===== src/verilog/fdr_pkg.sv =====
// constants for the divider-enable, half-integer and ramp-step control block
// assumes one 200 MHz clock and a simple word-wide register write port
package fdr_pkg;
    // ------------------------------------------------------------
    // register map
    // ------------------------------------------------------------
    localparam int ADDR_W = 8;
    localparam int DATA_W = 32;
    localparam int XTAL_W = 16;
    localparam logic [7:0] ADDR_DIV_RAMP = 8'h03;
    localparam logic [7:0] ADDR_XTAL_BUF = 8'h04;
    localparam logic [31:0] DIV_RAMP_RESET = 32'h0000_0000;
    localparam logic [31:0] DIV_RAMP_MASK = 32'h000F_0FFF;
    localparam logic [15:0] XTAL_BUF_RESET = 16'h0000;

    // ------------------------------------------------------------
    // field positions
    // ------------------------------------------------------------
    localparam int NUM_OUT = 4;
    localparam int MANT_LSB = 0;
    localparam int MANT_W = 4;
    localparam int EXP_LSB = 4;
    localparam int EXP_W = 4;
    localparam int HALF_SEL_LSB = 8;
    localparam int DIV_EN_LSB = 16;

    // ------------------------------------------------------------
    // dividers and ramp
    // ------------------------------------------------------------
    localparam int INT_DIV_W = 8;
    localparam int FRAC_W = 32;
    localparam logic [7:0] HALF_SHORT_CNT = 8'h04;
    localparam logic [7:0] HALF_LONG_CNT = 8'h05;
    localparam logic [7:0] MIN_DIV_CNT = 8'h01;

    typedef enum logic [0:0] {
        FDR_HOLD = 1'b0,
        FDR_RAMP = 1'b1
    } fdr_ramp_e;
endpackage


===== src/verilog/fdr_out_div.sv =====
// one output divider: emits a one-cycle tick per divided period
// assumes the integer value and mode bit are static or change rarely
`timescale 1ns/1ps
module fdr_out_div (
    // clock and reset
    input wire logic clk_i,
    input wire logic rst_n_i,
    // control
    input wire logic en_i,
    input wire logic half_sel_i,
    input wire logic [7:0] int_div_i,
    // output
    output logic tick_o
);
    logic [7:0] cnt_reg;
    logic long_reg;
    logic [7:0] period;

    // ------------------------------------------------------------
    // period select
    // ------------------------------------------------------------
    // 4.5 made as alternating 4 and 5 cycle periods, one clock only
    always_comb begin
        if (half_sel_i) begin
            period = long_reg ? fdr_pkg::HALF_LONG_CNT : fdr_pkg::HALF_SHORT_CNT;
        end else if (int_div_i == 8'h00) begin
            period = fdr_pkg::MIN_DIV_CNT;
        end else begin
            period = int_div_i;
        end
    end

    // ------------------------------------------------------------
    // counter
    // ------------------------------------------------------------
    always_ff @(posedge clk_i or negedge rst_n_i) begin
        if (!rst_n_i) begin
            cnt_reg <= 8'h00;
            long_reg <= 1'b0;
            tick_o <= 1'b0;
        end else if (!en_i) begin
            cnt_reg <= 8'h00;
            long_reg <= 1'b0;
            tick_o <= 1'b0;
        end else if (cnt_reg >= period - 8'h01) begin
            // >= so a smaller new value never strands the counter
            cnt_reg <= 8'h00;
            long_reg <= ~long_reg;
            tick_o <= 1'b1;
        end else begin
            cnt_reg <= cnt_reg + 8'h01;
            tick_o <= 1'b0;
        end
    end
endmodule


===== src/verilog/fdr_div_ctrl.sv =====
// divider-enable, half-integer mode and fractional feedback ramp control
// assumes register writes arrive already decoded from the serial port
// assumes the feedback target strobe is a single-cycle pulse
`timescale 1ns/1ps
module fdr_div_ctrl (
    // clock and reset
    input wire logic clk_i,
    input wire logic rst_n_i,
    // register port
    input wire logic reg_wr_i,
    input wire logic reg_rd_i,
    input wire logic [7:0] reg_addr_i,
    input wire logic [31:0] reg_wdata_i,
    output logic [31:0] reg_rdata_o,
    output logic reg_rvalid_o,
    // feedback divider target
    input wire logic frac_wr_i,
    input wire logic [31:0] frac_target_i,
    output logic [31:0] frac_div_o,
    output logic ramp_busy_o,
    // output dividers
    input wire logic [31:0] output_int_div_value_i,
    output logic [3:0] out_tick_o,
    output logic [3:0] div_en_o,
    output logic [3:0] half_integer_div_sel_o,
    // crystal and buffer settings, passed to analog
    output logic [15:0] xtal_buf_cfg_o
);
    logic [31:0] div_ramp_reg;
    logic [15:0] xtal_buf_reg;
    logic [31:0] target_reg;
    logic [31:0] work_reg;
    fdr_pkg::fdr_ramp_e state_reg;
    logic [3:0] mant;
    logic [3:0] expo;
    logic [31:0] step;
    logic [31:0] gap;
    logic mant_zero;
    logic ramp_last;
    logic ramp_up;
    logic wr_ctrl;
    logic wr_xtal;
    logic [31:0] rd_word;

    // ------------------------------------------------------------
    // address decode
    // ------------------------------------------------------------
    // one compare per register, each used only by its own write process
    assign wr_ctrl = reg_wr_i && (reg_addr_i == fdr_pkg::ADDR_DIV_RAMP);
    assign wr_xtal = reg_wr_i && (reg_addr_i == fdr_pkg::ADDR_XTAL_BUF);

    // ------------------------------------------------------------
    // register writes
    // ------------------------------------------------------------
    always_ff @(posedge clk_i or negedge rst_n_i) begin
        if (!rst_n_i) begin
            div_ramp_reg <= fdr_pkg::DIV_RAMP_RESET;
        end else if (wr_ctrl) begin
            // unused bits forced to zero so they read back as zero
            div_ramp_reg <= reg_wdata_i & fdr_pkg::DIV_RAMP_MASK;
        end
    end

    always_ff @(posedge clk_i or negedge rst_n_i) begin
        if (!rst_n_i) begin
            xtal_buf_reg <= fdr_pkg::XTAL_BUF_RESET;
        end else if (wr_xtal) begin
            // passed to the analog side untouched
            xtal_buf_reg <= reg_wdata_i[15:0];
        end
    end

    // ------------------------------------------------------------
    // register reads
    // ------------------------------------------------------------
    // unmapped addresses read as zero
    always_comb begin
        case (reg_addr_i)
            fdr_pkg::ADDR_DIV_RAMP: rd_word = div_ramp_reg;
            fdr_pkg::ADDR_XTAL_BUF: rd_word = {16'h0000, xtal_buf_reg};
            default: rd_word = 32'h0000_0000;
        endcase
    end

    // read data held until the next read, so a slow host can take it late
    always_ff @(posedge clk_i or negedge rst_n_i) begin
        if (!rst_n_i) begin
            reg_rdata_o <= 32'h0000_0000;
        end else if (reg_rd_i) begin
            reg_rdata_o <= rd_word;
        end
    end

    always_ff @(posedge clk_i or negedge rst_n_i) begin
        if (!rst_n_i) begin
            reg_rvalid_o <= 1'b0;
        end else begin
            reg_rvalid_o <= reg_rd_i;
        end
    end

    // ------------------------------------------------------------
    // register fields
    // ------------------------------------------------------------
    assign xtal_buf_cfg_o = xtal_buf_reg;
    assign div_en_o = div_ramp_reg[fdr_pkg::DIV_EN_LSB +: fdr_pkg::NUM_OUT];
    assign half_integer_div_sel_o = div_ramp_reg[fdr_pkg::HALF_SEL_LSB +: fdr_pkg::NUM_OUT];

    // ------------------------------------------------------------
    // output dividers
    // ------------------------------------------------------------
    // one divider per output, all on the same clock
    genvar g;
    generate
        for (g = 0; g < fdr_pkg::NUM_OUT; g = g + 1) begin : gen_div
            logic [7:0] int_div;
            // still routed in half mode; the divider itself ignores it there
            assign int_div = output_int_div_value_i[g*fdr_pkg::INT_DIV_W +: fdr_pkg::INT_DIV_W];
            fdr_out_div u_div (
                .clk_i(clk_i),
                .rst_n_i(rst_n_i),
                .en_i(div_en_o[g]),
                .half_sel_i(half_integer_div_sel_o[g]),
                .int_div_i(int_div),
                .tick_o(out_tick_o[g])
            );
        end
    endgenerate

    // ------------------------------------------------------------
    // ramp step
    // ------------------------------------------------------------
    assign mant = div_ramp_reg[fdr_pkg::MANT_LSB +: fdr_pkg::MANT_W];
    assign expo = div_ramp_reg[fdr_pkg::EXP_LSB +: fdr_pkg::EXP_W];
    // widest step is 15 << 15, well inside 32 bits
    assign step = {28'h000_0000, mant} << expo;
    // distance still to go, without sign
    assign gap = (work_reg > target_reg) ? (work_reg - target_reg) : (target_reg - work_reg);
    assign mant_zero = (mant == 4'h0);
    // landing judged on the gap, so a coarse step never wraps past the target
    assign ramp_last = mant_zero || (gap <= step);
    assign ramp_up = (work_reg < target_reg);

    // ------------------------------------------------------------
    // ramp state
    // ------------------------------------------------------------
    // target latched on every write, even while a ramp runs
    always_ff @(posedge clk_i or negedge rst_n_i) begin
        if (!rst_n_i) begin
            target_reg <= 32'h0000_0000;
        end else if (frac_wr_i) begin
            target_reg <= frac_target_i;
        end
    end

    // step size is read live, so a field change mid-ramp takes effect on the next step
    // a write mid-ramp keeps the working value and turns toward the new target
    always_ff @(posedge clk_i or negedge rst_n_i) begin
        if (!rst_n_i) begin
            state_reg <= fdr_pkg::FDR_HOLD;
        end else if (frac_wr_i) begin
            if (mant_zero) begin
                state_reg <= fdr_pkg::FDR_HOLD;
            end else begin
                state_reg <= fdr_pkg::FDR_RAMP;
            end
        end else begin
            case (state_reg)
                fdr_pkg::FDR_RAMP: begin
                    if (ramp_last) begin
                        state_reg <= fdr_pkg::FDR_HOLD;
                    end
                end
                fdr_pkg::FDR_HOLD: begin
                    state_reg <= fdr_pkg::FDR_HOLD;
                end
                default: begin
                    state_reg <= fdr_pkg::FDR_HOLD;
                end
            endcase
        end
    end

    // ------------------------------------------------------------
    // working feedback value
    // ------------------------------------------------------------
    // holds between ramps; only a new target or a ramp step moves it
    always_ff @(posedge clk_i or negedge rst_n_i) begin
        if (!rst_n_i) begin
            work_reg <= 32'h0000_0000;
        end else if (frac_wr_i) begin
            if (mant_zero) begin
                work_reg <= frac_target_i;
            end
        end else if (state_reg == fdr_pkg::FDR_RAMP) begin
            if (ramp_last) begin
                work_reg <= target_reg;
            end else if (ramp_up) begin
                work_reg <= work_reg + step;
            end else begin
                work_reg <= work_reg - step;
            end
        end
    end

    // ------------------------------------------------------------
    // ramp status
    // ------------------------------------------------------------
    // busy comes straight from the state register, no extra cycle of lag
    assign frac_div_o = work_reg;
    assign ramp_busy_o = (state_reg == fdr_pkg::FDR_RAMP);
endmodule


===== config.mk =====
export PLATFORM = sky130hd
export DESIGN_NAME = fdr_div_ctrl
export DESIGN_NICKNAME = d
export VERILOG_FILES = /design/src/verilog/fdr_pkg.sv /design/src/verilog/fdr_out_div.sv /design/src/verilog/fdr_div_ctrl.sv
export SDC_FILE = /design/constraint.sdc
export NUM_CORES = 1
export LEC_CHECK = 0
export ABC_AREA = 1
export BUFFER_PORTS_ARGS = -buffer_cell sky130_fd_sc_hd__buf_2
export CAP_MARGIN = 15
export CORE_MARGIN = 1.5
export CORE_UTILIZATION = 25
export DETAILED_ROUTE_END_ITERATION = 12
export PLACE_DENSITY_LB_ADDON = 0.1
export SETUP_SLACK_MARGIN = 0.3
export SLEW_MARGIN = 5
export SYNTH_ARGS = -nofsm -noshare
export SYNTH_HDL_FRONTEND = slang
export SYNTH_SLANG_ARGS = --single-unit

===== constraint.sdc =====
create_clock -name clk_i -period 6.4 [get_ports clk_i]
set_input_delay 0.32 -clock clk_i [delete_from_list [all_inputs] [get_ports clk_i]]
set_output_delay 0.32 -clock clk_i [all_outputs]
set_load 0.02 [all_outputs]

==> impl_metrics.tcl, run 1 <==
set metrics [dict create \
    status "finished, final reports clean" \
    power_density_nw_per_um2 313 \
    synthesis.area_per_instance_um2 6.33 \
    maxClockFrequency_mhz 183 \
    synth-warning-count 0 \
    start_util_pct 25.4 \
    drt.antenna.violating_nets 0 \
    tritoncts "built" \
    synth-main-ff-cell "sky130_fd_sc_hd__dfrtp_1" \
    cts.repair_timing.setup_buffer_count 0 \
    most_used_cell_cp "sky130_fd_sc_hd__nand2_1" \
    clk_pin_slew_worst_paths_ps 80 \
    cts_resized 0 \
    synth-seq-cells 158 \
    drive_gt1_share_pct 10.6 \
    asyncSetResetFlopFracSynth_pct 100 \
    num-nets-final 2924 \
    report.final.slew_viol_count 0 \
    detailedRoute.firstPassIterationCount 5 \
    crit_fanout 30 \
    rsz0062_at_grt "false" \
    routed_via_density 4.47 \
    p_leak_nw 9.80 \
    core_area_um2 62100 \
    startpoint_kind_of_the_worst_setup_timing_path "flop" \
    max_slew.worst_pin.slew_ps 951 \
    dr_total_vias 15696 \
    p_clk_share_pct 19.7 \
    synth_commonest_cells "sky130_fd_sc_hd__nand2_1, sky130_fd_sc_hd__inv_1, sky130_fd_sc_hd__nor2_1" \
    seqPwrFrac_pct 20.9 \
    synth.top_cells.by_area "sky130_fd_sc_hd__dfrtp_1, sky130_fd_sc_hd__nand2_1, sky130_fd_sc_hd__ha_1, sky130_fd_sc_hd__inv_1, sky130_fd_sc_hd__nor2_1" \
    power_frac_comb_pct 59.4 \
    synth.distinct_cells 49 \
    critical_path_arrival_ps 5880 \
    routed_wire_length_per_instance_um 16.3 \
    drt_wl_total_um 57300 \
    cts.htree.levels 4 \
    fp.dieArea_um2 64500 \
    detail_route.drc_violations 0 \
    routabilityCongestion 0.901 \
    place_inst 3475 \
    drt_first_iter_violations 835 \
    yosys.cell_count.top_type "sky130_fd_sc_hd__nand2_1" \
    synth_edf_count 0 \
    timing.setup.critical_path_class "flop to flop" \
    count_of_boundary_i_o_pins 203 \
    fin_worst_skew_ps 14.5 \
    synthesized_instance_count 2488 \
    setup_total_negative_slack_ps 0 \
    floorplan.die.height_um 254 \
    synthDominantAreaCellType "sky130_fd_sc_hd__dfrtp_1" \
    antenna_found_initial 0 \
    tritoncts_num_sinks 158 \
    rr_startpoint "frac_div_o[0]$_DFFE_PN0P_" \
    layout_worst_path_cycle_share_pct 85.3 \
    cts_root_buf "sky130_fd_sc_hd__clkbuf_16" \
    totalPowerFinal_mw 5.71 \
    nFillCells 6955 \
    sequential_cell_area_um2 3950 \
    hold_buffers 1 \
    netSwitchingPower_mw 2.92 \
    timing.reg2reg.worst_path_depth 33 \
    crit_path_max_incr_delay_ps 430 \
    synth.top_cell.area_share_pct 25.1 \
    synth.cell_area_um2 15800 \
    regToRegSetupSlack_ps 940 \
    globalRouteTotalUtil_pct 18.0 \
    layoutNonFillerInstCount 3509 \
    area_occupied_by_multi_input_gates_um2 9990 \
    internal_power_mw 2.79 \
    number_of_buffers_added_by_the_clock_tree_synthesis_step 17 \
    layout_min_cycle_time_ps 5460 \
    syn2layout_area_growth_pct 15.8 \
    critPathLaunch "frac_div_o[0]$_DFFE_PN0P_" \
    cp_data_required_time_ps 6830 \
    setup.worst_path.end_class "flop" \
    finalHoldViolCount 0 \
    sequential_fraction_of_the_synthesis_area_pct 25.1 \
    worstSkewPairLatency_ps 490 \
    detailed_place_hpwl_um 46800 \
    critPathSlowestCell "sky130_fd_sc_hd__fa_1" \
    slew-limit-headroom_pct 36.4 \
    regToRegEndpoint "frac_div_o[7]$_DFFE_PN0P_" \
    via_count_of_the_first_global_routing_pass 15667 \
    finalSetupViolCount 0 \
    max-clock-path-buffers 2 \
    io_buffer_count 178 \
    max_cap_violations 0 \
    worst_hold_path_type "input port to flop" \
    cp-endpoint "frac_div_o[7]$_DFFE_PN0P_" \
    grt_pass1_wl_um 88200 \
    gr-total-overflow 0 \
    layout.core_utilization_pct 29.4 \
    rows 91 \
    largest_net_degree_at_the_start_of_global_routing 60 \
    chipWidth_um 254 \
    max-vdd-ir-drop_mv 0.257 \
    p_sw_share_pct 51.1 \
]
worst max-delay path: cells and delay by family (launching register included):
| family | cells | cell delay [ps] |
|---|---|---|
| simple gates | 22 | 2570 |
| mux | 1 | 410 |
| compound gates | 2 | 250 |
| flops | 1 | 410 |
| buf+inv | 4 | 560 |
| xor+xnor | 1 | 290 |
| fa+ha+maj | 3 | 910 |
worst min path at each step:
stage / from / end / slack (ps) / depth (start not counted)
after floorplan: rst_n_i / div_ramp_reg[0]$_DFFE_PN0P_ / 20 / 0
after global placement: rst_n_i / div_ramp_reg[18]$_DFFE_PN0P_ / 340 / 1
after detailed placement: rst_n_i / div_ramp_reg[18]$_DFFE_PN0P_ / 340 / 1
after CTS: reg_wdata_i[12] / xtal_buf_cfg_o[12]$_DFFE_PN0P_ / 9 / 2
after global routing: reg_wdata_i[12] / xtal_buf_cfg_o[12]$_DFFE_PN0P_ / 30 / 2
final: reg_wdata_i[12] / xtal_buf_cfg_o[12]$_DFFE_PN0P_ / 60 / 2
cells by family after synthesis:
group / count (synthesis) / synth area share [%]
compound gates: 329 / 11.3
flops: 158 / 25.1
other cells: 1 / 0.0238
xor+xnor: 95 / 5.28
buf+inv: 456 / 11.8
simple gates: 1280 / 33.1
fa+ha+maj: 157 / 12.6
mux: 12 / 0.826
metal layers:
layer  share of wire (%)  GRT usage, %
met5                   0             0
met4                 2.3          5.70
met3                 4.9          3.63
met2                  45          29.3
met1                  48          23.8
area by class of cell:
class,instances,area share [%]
Multi-Input combinational cell,1885,54.7
Clock buffer,17,2.33
Inverter,380,7.83
Timing Repair Buffer,216,6.57
Antenna cell,1,0.0137
Clock inverter,15,1.12
Sequential cell,158,21.7
Tap cell,837,5.74
stage by stage:
stage	cell area [um^2]	worst slack, ps	hold slack [ps]
2_1_floorplan	15800	1860	24.4
3_3_place_gp	17600	925	335
3_5_place_dp	17600	887	338
4_1_cts	18300	850	9.25
5_1_grt	18300	484	27.7
6_report	18300	942	55.1
power by group through the flow:
stage	Sequential, mW	Clock [mW]	Combinational [mW]
final	1.19	1.12	3.39
after global routing	1.21	1.20	3.82
after CTS	1.20	1.17	3.41
after detailed placement	1.22	0	3.39
after global placement	1.21	0	3.37
after floorplan	1.25	0	2.24
layout by cell type (no fill, tap or decap), drive strengths merged, types with 8 or more instances in the layout:
cell type	count
nor2	343
nand4	30
conb	12
nand2	765
xor2	61
inv	381
nor3b	8
o21a	9
clkinv	11
a21oi	150
mux2	8
o21ai	121
clkbuf	17
buf	215
ha	154
a31oi	18
dfrtp	158
nand3	103
nor3	14
xnor2	34
Note: power is estimated with default switching activity, not from simulation.
==> inputs of run 2 (changes only) <==
- HOLD_SLACK_MARGIN: unset -> 0.08
==> impl_metrics.tcl, run 2 (synthesis results as in run 1) <==
set metrics [dict create \
    seqPwrFrac_pct 20.9 \
    max-vdd-ir-drop_mv 0.257 \
    io_buffer_count 178 \
    cts_resized 0 \
    grt.busiest_layer "met2" \
    gr-total-overflow 0 \
    crit_fanout 30 \
    grt_pass1_wl_um 88800 \
    detailedRoute.firstPassIterationCount 6 \
    detailed_place_hpwl_um 46800 \
    crit_path_max_incr_delay_ps 510 \
    cts.repair_timing.setup_buffer_count 0 \
    core_area_um2 62100 \
    number_of_buffers_added_by_the_clock_tree_synthesis_step 17 \
    max_cap_violations 0 \
    max_slew.worst_pin.slew_ps 958 \
    antenna_found_initial 0 \
    num-nets-final 2971 \
    floorplan.die.height_um 254 \
    most_used_cell_cp "sky130_fd_sc_hd__nor2_1" \
    clk_pin_slew_worst_paths_ps 80 \
    fin_worst_skew_ps 13.8 \
    max-clock-path-buffers 2 \
    startpoint_kind_of_the_worst_setup_timing_path "flop" \
    rows 91 \
    layout_commonest_cell "sky130_fd_sc_hd__nand2_1" \
    drt_wl_total_um 57500 \
    critical_path_arrival_ps 5930 \
    p_leak_nw 10.0 \
    grt_util_met1_pct 23.9 \
    detailed_place.area_um2 17600 \
    dr_total_vias 15906 \
    maxClockFrequency_mhz 182 \
    netSwitchingPower_mw 2.92 \
    report.final.slew_viol_count 0 \
    setup_total_negative_slack_ps 0 \
    timing.setup.critical_path_class "flop to flop" \
    drt.antenna.violating_nets 0 \
    status "finished, final reports clean" \
    slew-limit-headroom_pct 36.0 \
    tritoncts "built" \
    layout.cells.most_common_list "sky130_fd_sc_hd__nand2_1, sky130_fd_sc_hd__inv_1, sky130_fd_sc_hd__nor2_1" \
    totalPowerFinal_mw 5.74 \
    power_frac_comb_pct 59.6 \
    min-delay-start "frac_target_i[15]" \
    setup.worst_path.end_class "flop" \
    chipWidth_um 254 \
    rsz0062_at_grt "false" \
    globalRouteTotalUtil_pct 18.1 \
    finalHoldViolCount 0 \
    worst_hold_path_type "input port to flop" \
    routed_via_density 4.47 \
    syn2layout_area_growth_pct 18.8 \
    layout_min_cycle_time_ps 5500 \
    routed_wire_length_per_instance_um 16.2 \
    via_count_of_the_first_global_routing_pass 15853 \
    globalRouteMet2Util_pct 29.4 \
    p_sw_share_pct 51.0 \
    cp_data_required_time_ps 6830 \
    p_clk_share_pct 19.6 \
    final_hold_slack_ps 117 \
    layout.cell_area.non_filler_um2 18700 \
    largest_net_degree_at_the_start_of_global_routing 60 \
    critPathSlowestCell "sky130_fd_sc_hd__dfrtp_1" \
    internal_power_mw 2.81 \
    drt_first_iter_violations 890 \
    hold_buffers 48 \
    rr_startpoint "frac_div_o[28]$_DFFE_PN0P_" \
    critPathLaunch "frac_div_o[28]$_DFFE_PN0P_" \
    tritoncts_num_sinks 158 \
    count_of_boundary_i_o_pins 203 \
    finalSetupViolCount 0 \
    start_util_pct 25.4 \
    layout_worst_path_cycle_share_pct 85.9 \
    cts_root_buf "sky130_fd_sc_hd__clkbuf_16" \
    met3_usage_pct 3.51 \
    drive_gt1_share_pct 10.4 \
    power_density_nw_per_um2 306 \
    cts.htree.levels 4 \
    fp.dieArea_um2 64500 \
    diodes 0 \
    routabilityCongestion 0.901 \
    nFillCells 6931 \
    detail_route.drc_violations 0 \
    worstSkewPairLatency_ps 490 \
]
run 2: power by group through the flow:
stage                     clock, mW  sequential [mW]  combinational, mW
after floorplan                   0             1.25               2.24
after global placement            0             1.21               3.37
after detailed placement          0             1.22               3.39
after CTS                      1.17             1.20               3.43
after global routing           1.20             1.21               3.85
final                          1.12             1.20               3.42
run 2: path summary, 6_finish.rpt:
| check | end | slack [ps] | cells past startpoint |
|---|---|---|---|
| max | frac_div_o[7]$_DFFE_PN0P_ | 900 | 28 |
| min | target_reg[15]$_DFFE_PN0P_ | 120 | 3 |
| max reg2reg | frac_div_o[7]$_DFFE_PN0P_ | 900 | 28 |
| min reg2reg | gen_div[2].u_div.long_reg$_DFFE_PN0P_ | 470 | 1 |
| max in group asynchronous | frac_div_o[26]$_DFFE_PN0P_ | 4850 | 3 |
| min in group asynchronous | div_ramp_reg[18]$_DFFE_PN0P_ | 360 | 2 |
run 2: layout make-up:
| cell class | instances | area (um^2) | area share, % |
|---|---|---|---|
| clock inverters | 15 | 204 | 1.09 |
| well taps | 837 | 1050 | 5.59 |
| multi-input cells | 1885 | 9990 | 53.4 |
| inverters | 380 | 1430 | 7.63 |
| clock buffers | 17 | 425 | 2.27 |
| repair buffers | 263 | 1670 | 8.92 |
| flip-flops and latches | 158 | 3950 | 21.1 |
run 2: metrics by stage:
stage | util (%) | worst slack (ps) | instances
2_1_floorplan | - | 1860 | 2499
3_3_place_gp | 28.4 | 925 | 3475
3_5_place_dp | 28.4 | 887 | 3475
4_1_cts | 30.2 | 850 | 3555
5_1_grt | 30.2 | 484 | 3555
6_report | 30.2 | 900 | 3555
run 2: routing by layer:
metal	part of all wire (%)	up-vias
met5	0	-
met4	2.4	0
met3	4.8	63
met2	45	332
met1	48	7292
li1	-	8219
run 2: critical path, delay by kind of cell (launching register included):
family | cells | cell delay (ps)
AND/OR/NAND/NOR | 19 | 2740
adder cells (fa/ha/maj) | 2 | 740
flip-flops | 1 | 510
buffers and inverters | 3 | 470
multiplexers | 1 | 410
XOR/XNOR | 1 | 300
AO/OA/AOI/OAI | 2 | 240
==> inputs of run 3 (changes only) <==
- CELL_PAD_IN_SITES_DETAIL_PLACEMENT: unset -> 0
- CELL_PAD_IN_SITES_GLOBAL_PLACEMENT: unset -> 1
- CORE_ASPECT_RATIO: unset -> 1.4
- SKIP_LAST_GASP: unset -> 1
==> impl_metrics.tcl, run 3 (synthesis results as in run 1) <==
set metrics [dict create \
    report.final.slew_viol_count 0 \
    dr_total_vias 15818 \
    start_util_pct 25.4 \
    met3RoutedLength_um 1980 \
    min-delay-start "frac_target_i[7]" \
    core_area_um2 62200 \
    setup.worst_path.end_class "flop" \
    cts.repair_timing.setup_buffer_count 0 \
    status "finished, final reports clean" \
    routabilityCongestion 0.877 \
    totalPowerFinal_mw 5.72 \
    worstSkewPairLatency_ps 470 \
    antenna_found_initial 1 \
    setup_total_negative_slack_ps 0 \
    worst_hold_path_type "input port to flop" \
    floorplan.die.height_um 300 \
    met2_length_um 31100 \
    slew-limit-headroom_pct 32.3 \
    detailed_place_hpwl_um 49600 \
    max_slew.worst_pin.slew_ps 1010 \
    count_of_boundary_i_o_pins 203 \
    largest_net_degree_at_the_start_of_global_routing 126 \
    drt.antenna.violating_nets 0 \
    rr_startpoint "frac_div_o[27]$_DFFE_PN0P_" \
    timing.reg2reg.worst_path_depth 29 \
    final_hold_slack_ps 104 \
    met1Wirelength_um 25200 \
    max-clock-path-buffers 2 \
    max-vdd-ir-drop_mv 0.229 \
    max_cap_violations 0 \
    routed_wire_length_per_instance_um 17.0 \
    place_inst 3465 \
    drive_gt1_share_pct 10.6 \
    chipWidth_um 215 \
    grt_pass1_wl_um 92100 \
    layout_min_cycle_time_ps 5370 \
    gr-total-overflow 0 \
    cp_data_required_time_ps 6800 \
    crit_fanout 17 \
    finalSetupViolCount 0 \
    via_count_of_the_first_global_routing_pass 16194 \
    startpoint_kind_of_the_worst_setup_timing_path "flop" \
    layoutNonFillerInstCount 3527 \
    drt_first_iter_violations 735 \
    io_buffer_count 178 \
    layout_worst_path_cycle_share_pct 83.8 \
    finalHoldViolCount 0 \
    regToRegSetupSlack_ps 1030 \
    layout_commonest_cell "sky130_fd_sc_hd__nand2_1" \
    num-nets-final 2954 \
    hold_path_depth 3 \
    top_signal_layer_used "met4" \
    globalRouteTotalUtil_pct 18.7 \
    fp.dieArea_um2 64600 \
    timing.hold.worst_endpoint "target_reg[7]$_DFFE_PN0P_" \
    p_leak_nw 9.93 \
    critical_path_arrival_ps 5760 \
    crit_path_max_incr_delay_ps 460 \
    tritoncts_num_sinks 158 \
    rows 108 \
    layout.cells.most_common_list "sky130_fd_sc_hd__nand2_1, sky130_fd_sc_hd__inv_1, sky130_fd_sc_hd__nor2_1" \
    rsz0062_at_grt "false" \
    regToRegEndpoint "frac_div_o[28]$_DFFE_PN0P_" \
    cts.htree.levels 4 \
    critPathSlowestCell "sky130_fd_sc_hd__ha_1" \
    timing.setup.critical_path_class "flop to flop" \
    number_of_buffers_added_by_the_clock_tree_synthesis_step 17 \
    routed_via_density 4.48 \
    maxClockFrequency_mhz 186 \
    detail_route.drc_violations 0 \
    detailedRoute.firstPassIterationCount 5 \
    power_density_nw_per_um2 308 \
    cts_root_buf "sky130_fd_sc_hd__clkbuf_16" \
    tritoncts "built" \
    fin_worst_skew_ps 11.8 \
    most_used_cell_cp "sky130_fd_sc_hd__nand2_1" \
    drt_wl_total_um 60000 \
    clk_pin_slew_worst_paths_ps 80 \
    layout.core_utilization_pct 29.8 \
    syn2layout_area_growth_pct 17.6 \
]
[run 3: how the worst max path moves through the flow]
stage | from | to | slack (ps) | depth (start not counted)
floorplan | frac_div_o[0]$_DFFE_PN0P_ | frac_div_o[24]$_DFFE_PN0P_ | 1860 | 29
global placement | frac_div_o[27]$_DFFE_PN0P_ | frac_div_o[19]$_DFFE_PN0P_ | 1020 | 30
detailed placement | frac_div_o[29]$_DFFE_PN0P_ | frac_div_o[16]$_DFFE_PN0P_ | 1000 | 27
CTS | frac_div_o[29]$_DFFE_PN0P_ | frac_div_o[16]$_DFFE_PN0P_ | 980 | 27
global route | frac_div_o[0]$_DFFE_PN0P_ | frac_div_o[19]$_DFFE_PN0P_ | 570 | 34
finish | frac_div_o[27]$_DFFE_PN0P_ | frac_div_o[28]$_DFFE_PN0P_ | 1030 | 29
[run 3: area by class of cell]
class | instances | area [um^2]
well taps | 825 | 1030
flip-flops and latches | 158 | 3950
multi-input cells | 1885 | 10000
diodes | 1 | 2.50
fillers | 7106 | 43600
inverters | 380 | 1430
clock buffers | 19 | 453
clock inverters | 13 | 131
repair buffers | 246 | 1530
[run 3: layer usage]
layer	up-vias	GRT usage [%]
met5	-	0
met3	62	2.55
li1	8198	-
met4	0	6.54
met1	7257	21.2
met2	301	35.4
[run 3: per-stage QoR]
stage	setup WS (ps)	cell area [um^2]
after floorplan	1860	15800
after global placement	1020	17700
after detailed placement	998	17700
after CTS	977	18500
after global routing	574	18500
final	1030	18500
[run 3: worst max-delay path, delay by kind of cell (launching register included)]
kind | cells | cell delay [ps]
compound gates | 4 | 1030
xor+xnor | 1 | 160
fa+ha+maj | 2 | 830
buf+inv | 6 | 970
flops | 1 | 390
simple gates | 16 | 1890
[run 3: repair_timing]
item / CTS / global route
hold buffers: 29 / 0
resized for setup: 0 / 0
hold endpoints to repair: 61 / 0
[run 3: power breakdown]
group | switching, mW | total [mW] | leakage [nW] | internal, mW
Combinational | 2.29 | 3.46 | 7.60 | 1.17
Clock | 0.506 | 1.07 | 0.288 | 0.565
Sequential | 0.108 | 1.19 | 2.04 | 1.08
Total | 2.90 | 5.72 | 9.93 | 2.82
